**config.mk**
```make
export PLATFORM = sky130hd
export DESIGN_NAME = lcas_channel_alarm_status
export DESIGN_NICKNAME = d
export VERILOG_FILES = /design/src/lcas_pkg.sv /design/src/lcas_channel_alarm_status.sv
export VERILOG_INCLUDE_DIRS = /design/src /design/src/src
export SDC_FILE = /design/constraint.sdc
export NUM_CORES = 1
export LEC_CHECK = 0
export ABC_AREA = 1
export BUFFER_PORTS_ARGS = -buffer_cell sky130_fd_sc_hd__buf_2
export CAP_MARGIN = 15
export CORE_MARGIN = 8
export CORE_UTILIZATION = 61
export CTS_BUF_LIST = sky130_fd_sc_hd__clkbuf_8
export DETAILED_ROUTE_END_ITERATION = 12
export PLACE_DENSITY = 0.83
export SLEW_MARGIN = 40
export SYNTH_ARGS = -nofsm -noshare
export SYNTH_HDL_FRONTEND = slang
export SYNTH_SLANG_ARGS = --single-unit
```
**constraint.sdc**
```tcl
create_clock -name clk_sys_in -period 1.8 [get_ports clk_sys_in]
set_input_delay 0.36 -clock clk_sys_in [delete_from_list [all_inputs] [get_ports clk_sys_in]]
set_output_delay 0.36 -clock clk_sys_in [all_outputs]
set_load 0.005 [all_outputs]
```
**src/lcas_cfg.svh**
```systemverilog
`ifndef LCAS_CFG_SVH
`define LCAS_CFG_SVH
`define LCAS_NUM_CH 3
`define LCAS_CHG_ADDR_CH0 8'h02
`define LCAS_CHG_ADDR_CH1 8'h0a
`define LCAS_CHG_ADDR_CH2 8'h12
`define LCAS_ALM_ADDR_CH0 8'h03
`define LCAS_ALM_ADDR_CH1 8'h0b
`define LCAS_ALM_ADDR_CH2 8'h13
`define LCAS_BIT_DRIVE 0
`define LCAS_BIT_SIGNAL 1
`define LCAS_BIT_UNLOCKED 2
`define LCAS_BIT_FIFO 3
`define LCAS_BIT_ANALOG 4
`define LCAS_BIT_DIGITAL 5
`define LCAS_BIT_PRBS 6
`define LCAS_REG_RESET 8'h00
`define LCAS_PRBS_WINDOW 8'hff
`define LCAS_PRBS_LOSE_ERRS 8'h10
`define LCAS_PRBS_GAIN_ERRS 8'h02
`define LCAS_PRBS_ERR_MAX 8'hff
`endif

```
**src/lcas_pkg.sv**
```systemverilog
`default_nettype none
package lcas_pkg;
   typedef logic [7:0] lcas_byte_t;
   typedef struct packed {
      logic drive_monitor_flag;
      logic analog_signal_absent;
      logic digital_signal_absent;
      logic clock_recovery_unlocked;
      logic fifo_limit_alarm;
      logic prbs_bit_valid;
      logic prbs_bit_error;
   } lcas_ch_in_s;
   typedef struct packed {
      logic [7:0] addr;
      logic rd;
   } lcas_rd_req_s;
   typedef struct packed {
      logic valid;
      logic [7:0] data;
   } lcas_rd_rsp_s;
   typedef struct packed {
      logic [7:0] win_cnt;
      logic [7:0] err_cnt;
      logic unlocked;
   } lcas_prbs_s;
endpackage : lcas_pkg
`default_nettype wire

```
**src/lcas_channel_alarm_status.sv**
```systemverilog
// Functional notes
// a change of the receive signal-absent state sets change bit 1; a read clears it.
// a change of the drive monitor flag sets change bit 0; a read clears it.
// each change bit reads 1 if its event happened at least once since the last read, else 0.
// alarm status bit 1 shows the present receive signal-absent state.
// alarm status bit 0 shows the present drive monitor flag.
// alarm status of channels 0, 1 and 2 sits at addresses 0x03, 0x0b and 0x13.
// alarm bits 7..0: unused, prbs unlock, digital, analog, fifo, unlocked, absent, drive.
// alarm status is read-only and reads all zero after reset.
// the prbs checker declares loss of lock on a very large number of bit errors.
// the prbs checker clears loss of lock when it sees its pattern with few or no errors.
// bit 6 reads 0 while the prbs checker is locked and 1 while it has lost lock.
// software trusts the prbs lock bit only with the generator on and a line loopback.
// with its enable set, the interrupt output rises on each signal-absent or drive change.
// the receive signal-absent state is the OR of the analog and digital detector outputs.
// a change in the same cycle as a change register read stays latched for the next read.
`timescale 1ns/100ps
`default_nettype none
`include "lcas_cfg.svh"

// sticky event flag: a read clears it, an event in the same cycle wins
module lcas_change_latch (
   input wire logic clk_sys_in,
   input wire logic sys_rst_in,
   input wire logic event_in,
   input wire logic clear_in,
   output logic flag_out,
   output logic next_flag_out
);
   import lcas_pkg::*;

   typedef struct packed {
      logic flag;
   } lcas_latch_s;

   lcas_latch_s st;
   lcas_latch_s next_st;

   always_comb begin
      next_st = st;
      if (clear_in) begin
         next_st.flag = 1'b0;
      end
      if (event_in) begin
         next_st.flag = 1'b1;
      end
   end

   always_ff @(posedge clk_sys_in) begin
      if (sys_rst_in) begin
         st <= '0;
      end else begin
         st <= next_st;
      end
   end

   assign flag_out = st.flag;
   assign next_flag_out = next_st.flag;
endmodule : lcas_change_latch

// prbs lock tracker: errors are judged once per window of checked bits
module lcas_prbs_lock (
   input wire logic clk_sys_in,
   input wire logic sys_rst_in,
   input wire logic bit_valid_in,
   input wire logic bit_error_in,
   output logic unlocked_out
);
   import lcas_pkg::*;

   lcas_prbs_s st;
   lcas_prbs_s next_st;

   always_comb begin
      next_st = st;
      if (bit_valid_in) begin
         // saturate so a long error burst cannot wrap back to a low count
         if (bit_error_in && (st.err_cnt != `LCAS_PRBS_ERR_MAX)) begin
            next_st.err_cnt = st.err_cnt + 8'h01;
         end
         if (st.win_cnt == `LCAS_PRBS_WINDOW) begin
            if (next_st.err_cnt >= `LCAS_PRBS_LOSE_ERRS) begin
               next_st.unlocked = 1'b1;
            end else if (next_st.err_cnt <= `LCAS_PRBS_GAIN_ERRS) begin
               next_st.unlocked = 1'b0;
            end
            next_st.win_cnt = 8'h00;
            next_st.err_cnt = 8'h00;
         end else begin
            next_st.win_cnt = st.win_cnt + 8'h01;
         end
      end
   end

   always_ff @(posedge clk_sys_in) begin
      if (sys_rst_in) begin
         st <= '0;
      end else begin
         st <= next_st;
      end
   end

   assign unlocked_out = st.unlocked;
endmodule : lcas_prbs_lock

// one channel: live alarm snapshot, two change latches and the prbs tracker
module lcas_channel_slice #(
   parameter int CHANNEL_INDEX = 0
) (
   input wire logic clk_sys_in,
   input wire logic sys_rst_in,
   input wire lcas_pkg::lcas_ch_in_s ch_in,
   input wire logic signal_int_enable_in,
   input wire logic drive_int_enable_in,
   input wire lcas_pkg::lcas_rd_req_s rd_req_in,
   output lcas_pkg::lcas_byte_t rd_data_out,
   output logic irq_term_out
);
   import lcas_pkg::*;

   localparam lcas_byte_t CHG_ADDR = (CHANNEL_INDEX == 0) ? `LCAS_CHG_ADDR_CH0
      : (CHANNEL_INDEX == 1) ? `LCAS_CHG_ADDR_CH1 : `LCAS_CHG_ADDR_CH2;
   localparam lcas_byte_t ALM_ADDR = (CHANNEL_INDEX == 0) ? `LCAS_ALM_ADDR_CH0
      : (CHANNEL_INDEX == 1) ? `LCAS_ALM_ADDR_CH1 : `LCAS_ALM_ADDR_CH2;

   typedef struct packed {
      lcas_byte_t alarm;
   } lcas_slice_s;

   lcas_slice_s st;
   lcas_slice_s next_st;
   logic rd_chg;
   logic rd_alm;
   logic sig_now;
   logic prbs_unlocked;
   logic sig_chg;
   logic drv_chg;
   logic next_sig_chg;
   logic next_drv_chg;

   assign rd_chg = rd_req_in.rd && (rd_req_in.addr == CHG_ADDR);
   assign rd_alm = rd_req_in.rd && (rd_req_in.addr == ALM_ADDR);
   assign sig_now = ch_in.analog_signal_absent | ch_in.digital_signal_absent;

   lcas_prbs_lock u_prbs (
      .clk_sys_in(clk_sys_in),
      .sys_rst_in(sys_rst_in),
      .bit_valid_in(ch_in.prbs_bit_valid),
      .bit_error_in(ch_in.prbs_bit_error),
      .unlocked_out(prbs_unlocked)
   );

   // change events compare the live level with the registered snapshot
   lcas_change_latch u_signal_chg (
      .clk_sys_in(clk_sys_in),
      .sys_rst_in(sys_rst_in),
      .event_in(sig_now != st.alarm[`LCAS_BIT_SIGNAL]),
      .clear_in(rd_chg),
      .flag_out(sig_chg),
      .next_flag_out(next_sig_chg)
   );

   lcas_change_latch u_drive_chg (
      .clk_sys_in(clk_sys_in),
      .sys_rst_in(sys_rst_in),
      .event_in(ch_in.drive_monitor_flag != st.alarm[`LCAS_BIT_DRIVE]),
      .clear_in(rd_chg),
      .flag_out(drv_chg),
      .next_flag_out(next_drv_chg)
   );

   always_comb begin
      next_st = st;
      next_st.alarm = `LCAS_REG_RESET;
      next_st.alarm[`LCAS_BIT_DRIVE] = ch_in.drive_monitor_flag;
      next_st.alarm[`LCAS_BIT_SIGNAL] = sig_now;
      next_st.alarm[`LCAS_BIT_UNLOCKED] = ch_in.clock_recovery_unlocked;
      next_st.alarm[`LCAS_BIT_FIFO] = ch_in.fifo_limit_alarm;
      next_st.alarm[`LCAS_BIT_ANALOG] = ch_in.analog_signal_absent;
      next_st.alarm[`LCAS_BIT_DIGITAL] = ch_in.digital_signal_absent;
      next_st.alarm[`LCAS_BIT_PRBS] = prbs_unlocked;
   end

   always_ff @(posedge clk_sys_in) begin
      if (sys_rst_in) begin
         st <= '0;
      end else begin
         st <= next_st;
      end
   end

   // read contribution stays zero unless this channel is addressed
   always_comb begin
      rd_data_out = `LCAS_REG_RESET;
      if (rd_chg) begin
         rd_data_out = {6'h00, sig_chg, drv_chg};
      end
      if (rd_alm) begin
         rd_data_out = st.alarm;
      end
   end

   // taken from the next change state so irq moves with the change bits
   assign irq_term_out = (next_sig_chg & signal_int_enable_in)
      | (next_drv_chg & drive_int_enable_in);
endmodule : lcas_channel_slice

module lcas_channel_alarm_status (
   input wire logic clk_sys_in,
   input wire logic sys_rst_in,
   input wire lcas_pkg::lcas_ch_in_s [2:0] ch_in,
   input wire logic [2:0] signal_int_enable_in,
   input wire logic [2:0] drive_int_enable_in,
   input wire lcas_pkg::lcas_rd_req_s rd_req_in,
   output lcas_pkg::lcas_rd_rsp_s rd_rsp_out,
   output logic irq_out
);
   import lcas_pkg::*;

   typedef struct packed {
      lcas_rd_rsp_s rsp;
      logic irq;
   } lcas_state_s;

   lcas_state_s st;
   lcas_state_s next_st;
   lcas_byte_t rd_part [`LCAS_NUM_CH];
   logic irq_part [`LCAS_NUM_CH];

   for (genvar c = 0; c < `LCAS_NUM_CH; c++) begin : g_ch
      lcas_channel_slice #(
         .CHANNEL_INDEX(c)
      ) u_slice (
         .clk_sys_in(clk_sys_in),
         .sys_rst_in(sys_rst_in),
         .ch_in(ch_in[c]),
         .signal_int_enable_in(signal_int_enable_in[c]),
         .drive_int_enable_in(drive_int_enable_in[c]),
         .rd_req_in(rd_req_in),
         .rd_data_out(rd_part[c]),
         .irq_term_out(irq_part[c])
      );
   end

   // every read answers one cycle later; unmapped addresses read zero
   always_comb begin
      next_st = st;
      next_st.rsp.valid = rd_req_in.rd;
      next_st.rsp.data = rd_part[0] | rd_part[1] | rd_part[2];
      next_st.irq = irq_part[0] | irq_part[1] | irq_part[2];
   end

   always_ff @(posedge clk_sys_in) begin
      if (sys_rst_in) begin
         st <= '0;
      end else begin
         st <= next_st;
      end
   end

   assign rd_rsp_out = st.rsp;
   assign irq_out = st.irq;
endmodule : lcas_channel_alarm_status
`default_nettype wire

```
### Yosys cells after proc, flatten, opt, wreduce, memory -nomap -nowiden

Index checks and enable logic that the tools add are counted.

| storage, ports and cells | value |
|---|---|
| bits in registers | 91 |
| bits in latches | 0 |
| memory bits (writable) | 0 |
| ROM bits | 0 |
| word-level logic and storage cells | 121 |
| memories | 0 |

| cells by class | value |
|---|---|
| add/sub/neg operators | 6 |
| multipliers | 0 |
| divide/modulo/power cells | 0 |
| $lt $le $gt $ge | 6 |
| eq/ne operators | 18 |
| shifts and indexed selects | 0 |
| multiplexer cells | 36 |
| bitwise operators | 16 |
| reductions and logical operators | 15 |

Operators by type and width:

| cell | number |
|---|---|
| $mux W8 | 12 |
| $add A8 B1 Y8 const B | 6 |
| $mux W9 | 3 |
| $eq A8 B8 Y1 const B | 3 |
| $ge A8 B5 Y1 const B | 3 |
| $le A8 B2 Y1 const B | 3 |
| $ne A8 B8 Y1 const B | 3 |
| $mux W1 | 18 |
| $eq A8 B2 Y1 const B | 2 |
| $eq A8 B4 Y1 const B | 2 |
| $eq A8 B5 Y1 const B | 2 |
| $or A8 B8 Y8 | 2 |
| $logic_and A1 B1 Y1 | 9 |
| $reduce_and A3 Y1 | 3 |
| $or A1 B1 Y1 | 8 |
| $and A1 B1 Y1 | 6 |
| $mux W2 | 3 |
| $ne A1 B1 Y1 | 6 |
| $reduce_bool A2 Y1 | 3 |

### Logic depth before layout (Yosys ltp)

Gate-level depths: netlist of the first run.

| depth | value |
|---|---|
| depth after elaboration | 8 |
| gate-level depth with buffers | 13 |
| mapped depth without buffers | 13 |

### Hierarchy

Synthesis of the first run repeated with hierarchy kept, for this count alone.

| second synthesis, totals | value |
|---|---|
| cell total of the unflattened synthesis | 703 |
| area total of the unflattened synthesis | 4819.6 um2 |

Modules (own cells, without submodules):

| module | times used | cells an instance | area an instance (um2) |
|---|---|---|---|
| lcas_prbs_lock | 3 | 151 | 1001.0 |
| lcas_channel_slice (g_ch[0].u_slice) | 1 | 59 | 397.9 |
| lcas_channel_slice (g_ch[1].u_slice) | 1 | 57 | 385.4 |
| lcas_channel_slice (g_ch[2].u_slice) | 1 | 58 | 382.9 |
| lcas_channel_alarm_status | 1 | 40 | 372.9 |
| lcas_change_latch | 6 | 6 | 46.3 |

### Least setup slack after synthesis of the first run

No wires, ideal clock.

| timing path | value |
|---|---|
| path type | register -> register |
| from | reg g_ch[2].u_slice.u_prbs.st[1] (netlist name) |
| to | reg g_ch[2].u_slice.u_prbs.st, in the netlist g_ch[2].u_slice.u_prbs.unlocked_out |
| setup time | 112 ps |
| arrival time | 1340 ps |
| required time | 1688 ps |
| path slack | 348 ps |
| stages on the path, launching flop included | 13 |
| clock period less this slack | 1452 ps |
| cells stage by stage | dfxtp_1 -> ha_1 -> nand2_2 -> nor2_4 -> nand2_1 -> nand2_2 -> buf_6 -> o21ai_0 -> nand2_1 -> nor2_1 -> nand2_1 -> nand2_1 -> nand2_1 |

| between the ends | value |
|---|---|
| cells in the longest elaborated chain, start to end | 7 |
| elaborated cells between the ends (all ways) | 10 |
| classes of those cells | 1 x add/sub; 2 x order compare; 1 x eq/ne; 3 x mux; 3 x reduce/logical |

Ends and longest elaborated chain:

| what | line | source |
|---|---|---|
| start, declared | lcas_channel_alarm_status.sv:71 | `lcas_prbs_s st;` |
| start signal, assigned | lcas_channel_alarm_status.sv:99 | `st <= next_st;` |
| parallel branches: the longest is 2 deep, another holds $add A8 B1 Y8 | -- |  |
| $mux W8 * | lcas_channel_alarm_status.sv:78 | `` if (bit_error_in && (st.err_cnt != `LCAS_PRBS_ERR_MAX)) begin `` |
| $mux W8 * | lcas_channel_alarm_status.sv:76 | `if (bit_valid_in) begin` |
| $ge A8 B5 Y1 (no source line) or $le A8 B2 Y1 (tied branches) | -- |  |
| $reduce_bool A2 Y1 (no source line) | -- |  |
| $reduce_and A3 Y1 (no source line) | -- |  |

Mark *: on every way between the ends. The select of a mux whose other input is x is not followed.
A chain may end at the register's enable or synchronous reset.

### Worst setup path in the final report of the first run

| timing path | value |
|---|---|
| from | reg g_ch[1].u_slice.u_prbs.st[1] (netlist name) |
| to | reg g_ch[1].u_slice.u_prbs.st, in the netlist g_ch[1].u_slice.u_prbs.unlocked_out |

| between the ends | value |
|---|---|
| cells in the longest elaborated chain, start to end | 7 |
| elaborated cells between the ends (all ways) | 10 |
| classes of those cells | 1 x add/sub; 2 x order compare; 1 x eq/ne; 3 x mux; 3 x reduce/logical |

Ends and longest elaborated chain:

| what | line |
|---|---|
| start, declared | lcas_channel_alarm_status.sv:71 |
| start signal, assigned | lcas_channel_alarm_status.sv:99 |
| parallel branches: the longest is 2 deep, another holds $add A8 B1 Y8 | -- |
| $mux W8 * | lcas_channel_alarm_status.sv:78 |
| $mux W8 * | lcas_channel_alarm_status.sv:76 |
| $ge A8 B5 Y1 (no source line) or $le A8 B2 Y1 (tied branches) | -- |
| $reduce_bool A2 Y1 (no source line) | -- |
| $reduce_and A3 Y1 (no source line) | -- |

Marks and branches as above.

==> results of run 1 <==
critical path: stages (launching register included):
cell     delay (ns)
dfxtp_1        0.41
ha_1           0.20
nand2_1        0.09
inv_1          0.17
nand3_4        0.15
nand2_4        0.13
o21ai_0        0.14
nor2_1         0.11
nand2_1        0.06
nand2_1        0.05
nand2_1        0.04
per-stage QoR:
| stage | instance area, um2 | power, uW | setup WS, ns | TNS [ns] |
|---|---|---|---|---|
| 2_1_floorplan | 4270 | 2260 | 0.348 | 0 |
| 3_3_place_gp | 4600 | 2350 | 0.203 | 0 |
| 3_5_place_dp | 4600 | 2370 | 0.135 | 0 |
| 4_1_cts | 4840 | 3980 | 0.120 | 0 |
| 5_1_grt | 4850 | 4110 | -0.00638 | -0.00638 |
| 6_report | 4850 | 3950 | 0.142 | 0 |
final timing paths:
| kind | to | depth (start not counted) | slack (ns) |
|---|---|---|---|
| hold reg to reg | g_ch[1].u_slice.st[6] | 2 | 0.43 |
| setup reg to reg | g_ch[1].u_slice.u_prbs.unlocked_out | 10 | 0.14 |
| hold / removal | g_ch[2].u_slice.st[2] | 3 | 0.22 |
| setup / recovery | g_ch[1].u_slice.u_prbs.unlocked_out | 10 | 0.14 |
cell families after synthesis:
| logic type | synth area share (%) |
|---|---|
| fa+ha+maj | 1.76 |
| flops | 40.8 |
| simple gates | 38.0 |
| xor+xnor | 4.10 |
| other cells | 0.0878 |
| compound gates | 7.50 |
| buf+inv | 7.71 |
report_power, final:
| group | switching [uW] | internal [uW] |
|---|---|---|
| Sequential | 37.9 | 1980 |
| Clock | 668 | 954 |
| Combinational | 186 | 116 |
routing by layer:
metal | vias to the layer above | GRT usage (%) | routed length (um)
met4 | 0 | 6.98 | 124
li1 | 2065 | - | -
met1 | 1728 | 19.8 | 3860
met2 | 84 | 32.6 | 4340
met3 | 12 | 5.52 | 487
met5 | - | 0 | 0
Yosys cell counts, types with 2 or more instances:
cell type  count
a21oi_1       35
a31oi_1        3
buf_1          3
buf_2          2
clkbuf_1       4
clkinv_1       3
dfxtp_1       87
ha_1           6
inv_1         64
inv_2          6
nand2_1      198
nand2_2        5
nand2_4        3
nand3_1       46
nand3b_1       4
nand4_1        9
nor2_1        79
nor2_2         4
nor2_4         4
nor3_1         5
nor3b_1        3
o211a_1        3
o21ai_0       11
o21ai_1        4
or2_2          2
xnor2_1       11
xor2_1         9
sequential cells by signal, indices dropped and copies added (netlist names):
signal / cells
g_ch.u_slice.st: 21
g_ch.u_slice.u_drive_chg.flag_out: 3
g_ch.u_slice.u_prbs.st: 48
g_ch.u_slice.u_prbs.unlocked_out: 3
g_ch.u_slice.u_signal_chg.flag_out: 3
irq_out: 1
rd_rsp_out: 8
area by class of cell:
type                            count  share of cell area, %
Multi-Input combinational cell    454                   45.4
Clock buffer                       10                   2.84
Clock inverter                      6                   2.22
Sequential cell                    87                   35.9
Timing Repair Buffer               49                   5.47
Tap cell                           96                   2.48
Inverter                           73                   5.65
==> results.yml, run 1 <==
clock_network:
  htree_levels: 3
  cts_root_buffer: "clkbuf_8"
  clock_sinks: 87
  clk_path_buf_depth: 2
  cts-resized-gates: 0
  post_cts.repair.setup_buffers: 0
  clkTransAtPathRegs_ns: 0.08
  clk_latency_ns: 0.36
  cts_tree: "done"
  ctsHoldBuffers: 0
  cts_buffers: 9
timing:
  setup_viol: 0
  finClkSkew_ns: 0.00811
  holdWs_ns: 0.217
  timing.final.crit_share_pct: 92.1
  post-route-min-period_ns: 1.66
  max_freq_mhz: 603
  slew_violations: 0
  finalHoldViolCount: 0
worst_setup_path:
  worstSetupStartpoint: "g_ch[1].u_slice.u_prbs.st[1]"
  critPathLaunchType: "register"
  critPathRequiredTime_ns: 2.05
  end_kind: "register"
  worst-path-max-fanout: 8
  crit_arrival_ns: 1.91
  critPathKind: "reg2reg"
  crit-reg2reg-launch: "g_ch[1].u_slice.u_prbs.st[1]"
placement:
  place_hpwl_um: 6700
  numPortBuffers: 46
  gp_congestion: 0.866
  placed_cells: 759
floorplanning:
  start_util_pct: 62.8
  core-area_um2: 6790
  num_io_pins: 48
  row_count: 30
  die_w_um: 99.7
  chipHeight_um: 99.7
  dieArea_um2: 9930
global_route:
  grt_pass1_vias: 3660
  grt_usage_pct: 18.3
  grt_max_degree: 66
  grt_antenna_before_repair: 0
  grt_pass1_wl_um: 15000
  grt_overflow: 0
yosys:
  synth-edff-count: 0
  synth_cell_types: 39
  synthFlopType: "dfxtp_1"
  synthCells: 625
  synthesis.area_um2: 4270
  ys_ff_latch: 87
  ys_seq_area_share_pct: 40.8
  ys_warn_count: 0
  avgSynthCellArea_um2: 6.83
  synth_area_leaders: "dfxtp_1, nand2_1, nor2_1"
  synth_nets: 669
  yosys.area.top_type: "dfxtp_1"
  async_flop_share_pct: 0
  synth_top_area_share_pct: 40.8
cells_and_area:
  final_common_cell: "nand2_1"
  register_area_um2: 1740
  insertedDiodeCount: 0
  num-fill-cells: 541
  syn_to_final_growth_pct: 13.6
  multi_input_area_um2: 2200
  layout-drive-gt1-share_pct: 13.7
  layout_common_cells: "nand2_1, dfxtp_1, nor2_1, inv_1"
  final_util_pct: 71.4
  final_nets: 718
  fin_cells: 775
detailed_routing:
  drt-wirelength-per-cell_um: 11.4
  drt_iter0_markers: 137
  viasPerCell: 5.02
  first_pass_iters: 4
  route.detailed.drc: 0
  totalWireLength_um: 8810
  vias: 3889
  postRouteAntennaNets: 0
min_path:
  hold_class: "in2reg"
  worstHoldStart: "ch_in[17]"
power:
  power.density_nw_per_um2: 814
  ir_drop_v: 0.000586
  p_leak_uw: 0.00220
flow_run:
  drv_cap: 0
run_status:
  outcome: "finished, final reports clean"
(Power assumes the default switching activity.)
==> run 2: changes to the inputs <==
--- a/config.mk
+++ b/config.mk
@@ -6,14 +6,13 @@
 export SDC_FILE = /design/constraint.sdc
 export NUM_CORES = 1
 export LEC_CHECK = 0
-export ABC_AREA = 1
 export BUFFER_PORTS_ARGS = -buffer_cell sky130_fd_sc_hd__buf_2
 export CAP_MARGIN = 15
 export CORE_MARGIN = 8
-export CORE_UTILIZATION = 61
+export CORE_UTILIZATION = 60
 export CTS_BUF_LIST = sky130_fd_sc_hd__clkbuf_8
 export DETAILED_ROUTE_END_ITERATION = 12
-export PLACE_DENSITY = 0.83
+export PLACE_DENSITY = 0.82
 export SLEW_MARGIN = 40
 export SYNTH_ARGS = -nofsm -noshare
 export SYNTH_HDL_FRONTEND = slang
==> results.yml, run 2 <==
run_status:
  outcome: "finished with violations"
  violations: "setup timing"
clock_network:
  cts_buffers: 9
  post_cts.repair.setup_buffers: 0
  htree_levels: 3
  clock_sinks: 87
  cts_root_buffer: "clkbuf_8"
  ctsHoldBuffers: 0
  clk_path_buf_depth: 2
  cts_tree: "done"
  clkTransAtPathRegs_ns: 0.10
  clk_latency_ns: 0.36
cells_and_area:
  insertedDiodeCount: 0
  final_common_cell: "dfxtp_1"
  layout-drive-gt1-share_pct: 22.5
  final_area_um2: 4850
  syn_to_final_growth_pct: 20.1
  layout_common_cells: "dfxtp_1, nor2_1, buf_2, buf_4, nand2_1"
  largest_reg_flops: 48
  largest-register: "g_ch.u_slice.u_prbs.st"
  final_nets: 586
timing:
  setup_viol: 1
  finalHoldViolCount: 0
  setup_tns_ns: -0.142
  fin_ws_ns: -0.142
  slew_violations: 0
  rsz0062_at_grt: "true"
  finClkSkew_ns: 0.0112
  holdWs_ns: 0.206
  timing.final.crit_share_pct: 108
  post-route-min-period_ns: 1.94
  max_freq_mhz: 515
yosys:
  yosys.area.top_type: "dfxtp_1"
  async_flop_share_pct: 0
  ys_ff_latch: 87
  synth_top_area_share_pct: 43.1
  synthesis.area_um2: 4040
  ys_seq_area_share_pct: 43.1
  synth_common_cells: "dfxtp_1, nor2_1, nand2_1"
  synth-edff-count: 0
  synth_area_leaders: "dfxtp_1, nor2_1, nor2b_1"
  synth_nets: 509
  post-synth-top-count-cell: "dfxtp_1"
  ys_warn_count: 0
  synthCells: 465
  synth_cell_types: 61
  synthFlopType: "dfxtp_1"
  avgSynthCellArea_um2: 8.68
placement:
  post-place-ws_ns: -0.135
  dpl-instance-area_um2: 4610
  gp_congestion: 0.902
  numPortBuffers: 46
  place_hpwl_um: 6620
power:
  ir_drop_v: 0.000428
  seqPwrFrac_pct: 53.6
  internal_power_uw: 2830
  p_leak_uw: 0.00192
  p_switching_uw: 938
  clkPwrFrac_pct: 38.1
  p_sw_share_pct: 24.9
  share_comb_of_total_power_pct: 8.3
  power.density_nw_per_um2: 777
floorplanning:
  num_io_pins: 48
  start_util_pct: 60.8
  die_w_um: 98.0
  chipHeight_um: 98.0
  core-area_um2: 6640
  dieArea_um2: 9610
  row_count: 30
global_route:
  grt_pass1_vias: 3608
  grt_max_degree: 26
  grt_antenna_before_repair: 0
  grt_overflow: 0
  grt_usage_pct: 19.4
  grt_pass1_wl_um: 15800
worst_setup_path:
  critPathLaunchType: "register"
  worst-path-max-fanout: 2
  max_stage_delay_ns: 0.40
  critPathKind: "reg2reg"
  crit_buf_inv: 0
  end_kind: "register"
  crit_arrival_ns: 2.20
  critPathRequiredTime_ns: 2.06
  cpLargestDelayFamily: "simple AND/OR/NAND/NOR gates"
  cpMaxStageDelayCell: "or4_1"
  path_cells: "ha_4 -> and4_4 -> and3_4 -> mux2_4 -> or4_1 -> a32o_1"
  r2r_slack_ns: -0.14
detailed_routing:
  vias: 3712
  viasPerCell: 5.92
  drt_iter0_markers: 168
  first_pass_iters: 5
  totalWireLength_um: 9380
  route.detailed.drc: 0
  drt-wirelength-per-cell_um: 15.0
  postRouteAntennaNets: 0
min_path:
  hold_class: "in2reg"
flow_run:
  drv_cap: 0
-- run 2: changes by cell type after synthesis, sizes merged, moves of 18 or more --
cell and delta:
a21oi -18, inv -56, nand2 -177, nand3 -31, nor2 -24, nor2b +24
-- run 2: cell families after synthesis --
| group | Yosys count | synth area share, % |
|---|---|---|
| AOI/OAI and AO/OA | 103 | 17.9 |
| xor gates and xnor gates | 25 | 5.42 |
| adders and majority gates | 6 | 1.86 |
| buffers and inverters | 32 | 3.25 |
| DFF | 87 | 43.1 |
| muxes | 11 | 2.88 |
| other | 1 | 0.0929 |
| and+or+nand+nor | 200 | 25.4 |
-- run 2: repair_timing --
| item | CTS | global route |
|---|---|---|
| gates cloned | 0 | 0 |
| endpoints found under the setup margin | 2 | 7 |
| pin swaps | 0 | 1 |
| resized for setup | 1 | 7 |
-- run 2: final timing paths --
path	cells past startpoint	to	startpoint
worst max register to register	6	g_ch[0].u_slice.u_prbs.unlocked_out	g_ch[0].u_slice.u_prbs.st[2]
worst min register to register	2	rd_rsp_out[6]	g_ch[1].u_slice.st[6]
worst min-delay path	2	rd_rsp_out[8]	rd_req_in[0]
worst max-delay path	6	g_ch[0].u_slice.u_prbs.unlocked_out	g_ch[0].u_slice.u_prbs.st[2]
-- run 2: power by group through the flow --
stage | Sequential [uW] | Clock, uW | Combinational, uW
after floorplan | 2050 | 0 | 189
after global placement | 2060 | 0 | 295
after detailed placement | 2060 | 0 | 306
after CTS | 2020 | 1460 | 311
after global routing | 2020 | 1530 | 341
final | 2020 | 1440 | 311
-- run 2: final cells by class --
class                   instances  area, um2
multi-input cells             346       2210
fillers                       500       1800
flip-flops and latches         87       1750
repair buffers                 84        528
clock buffers                  10        138
well taps                      80        100
clock inverters                 6       75.1
inverters                      14       52.6
-- run 2: routing by layer --
metal / global-route usage (%) / vias to the layer above / share of wire, %
li1: - / 1835 / -
met1: 21.8 / 1750 / 43
met2: 33.6 / 118 / 49
met3: 6.54 / 9 / 6.9
met4: 6.00 / 0 / 1.2
met5: 0 / - / 0
-- run 2: worst reg2reg max path, cell delays in order, from the launching register on --
cell and delay (ns):
dfxtp_2 0.36, ha_4 0.14, and4_4 0.21, and3_4 0.20, mux2_4 0.29, or4_1 0.40, a32o_1 0.25
-- run 2: metrics by stage --
stage,power [uW],utilization [%],instances
after global placement,2350,69.4,611
final,3770,73.0,627
after CTS,3780,72.6,627
after floorplan,2240,-,465
after detailed placement,2370,69.4,611
after global routing,3900,73.0,627
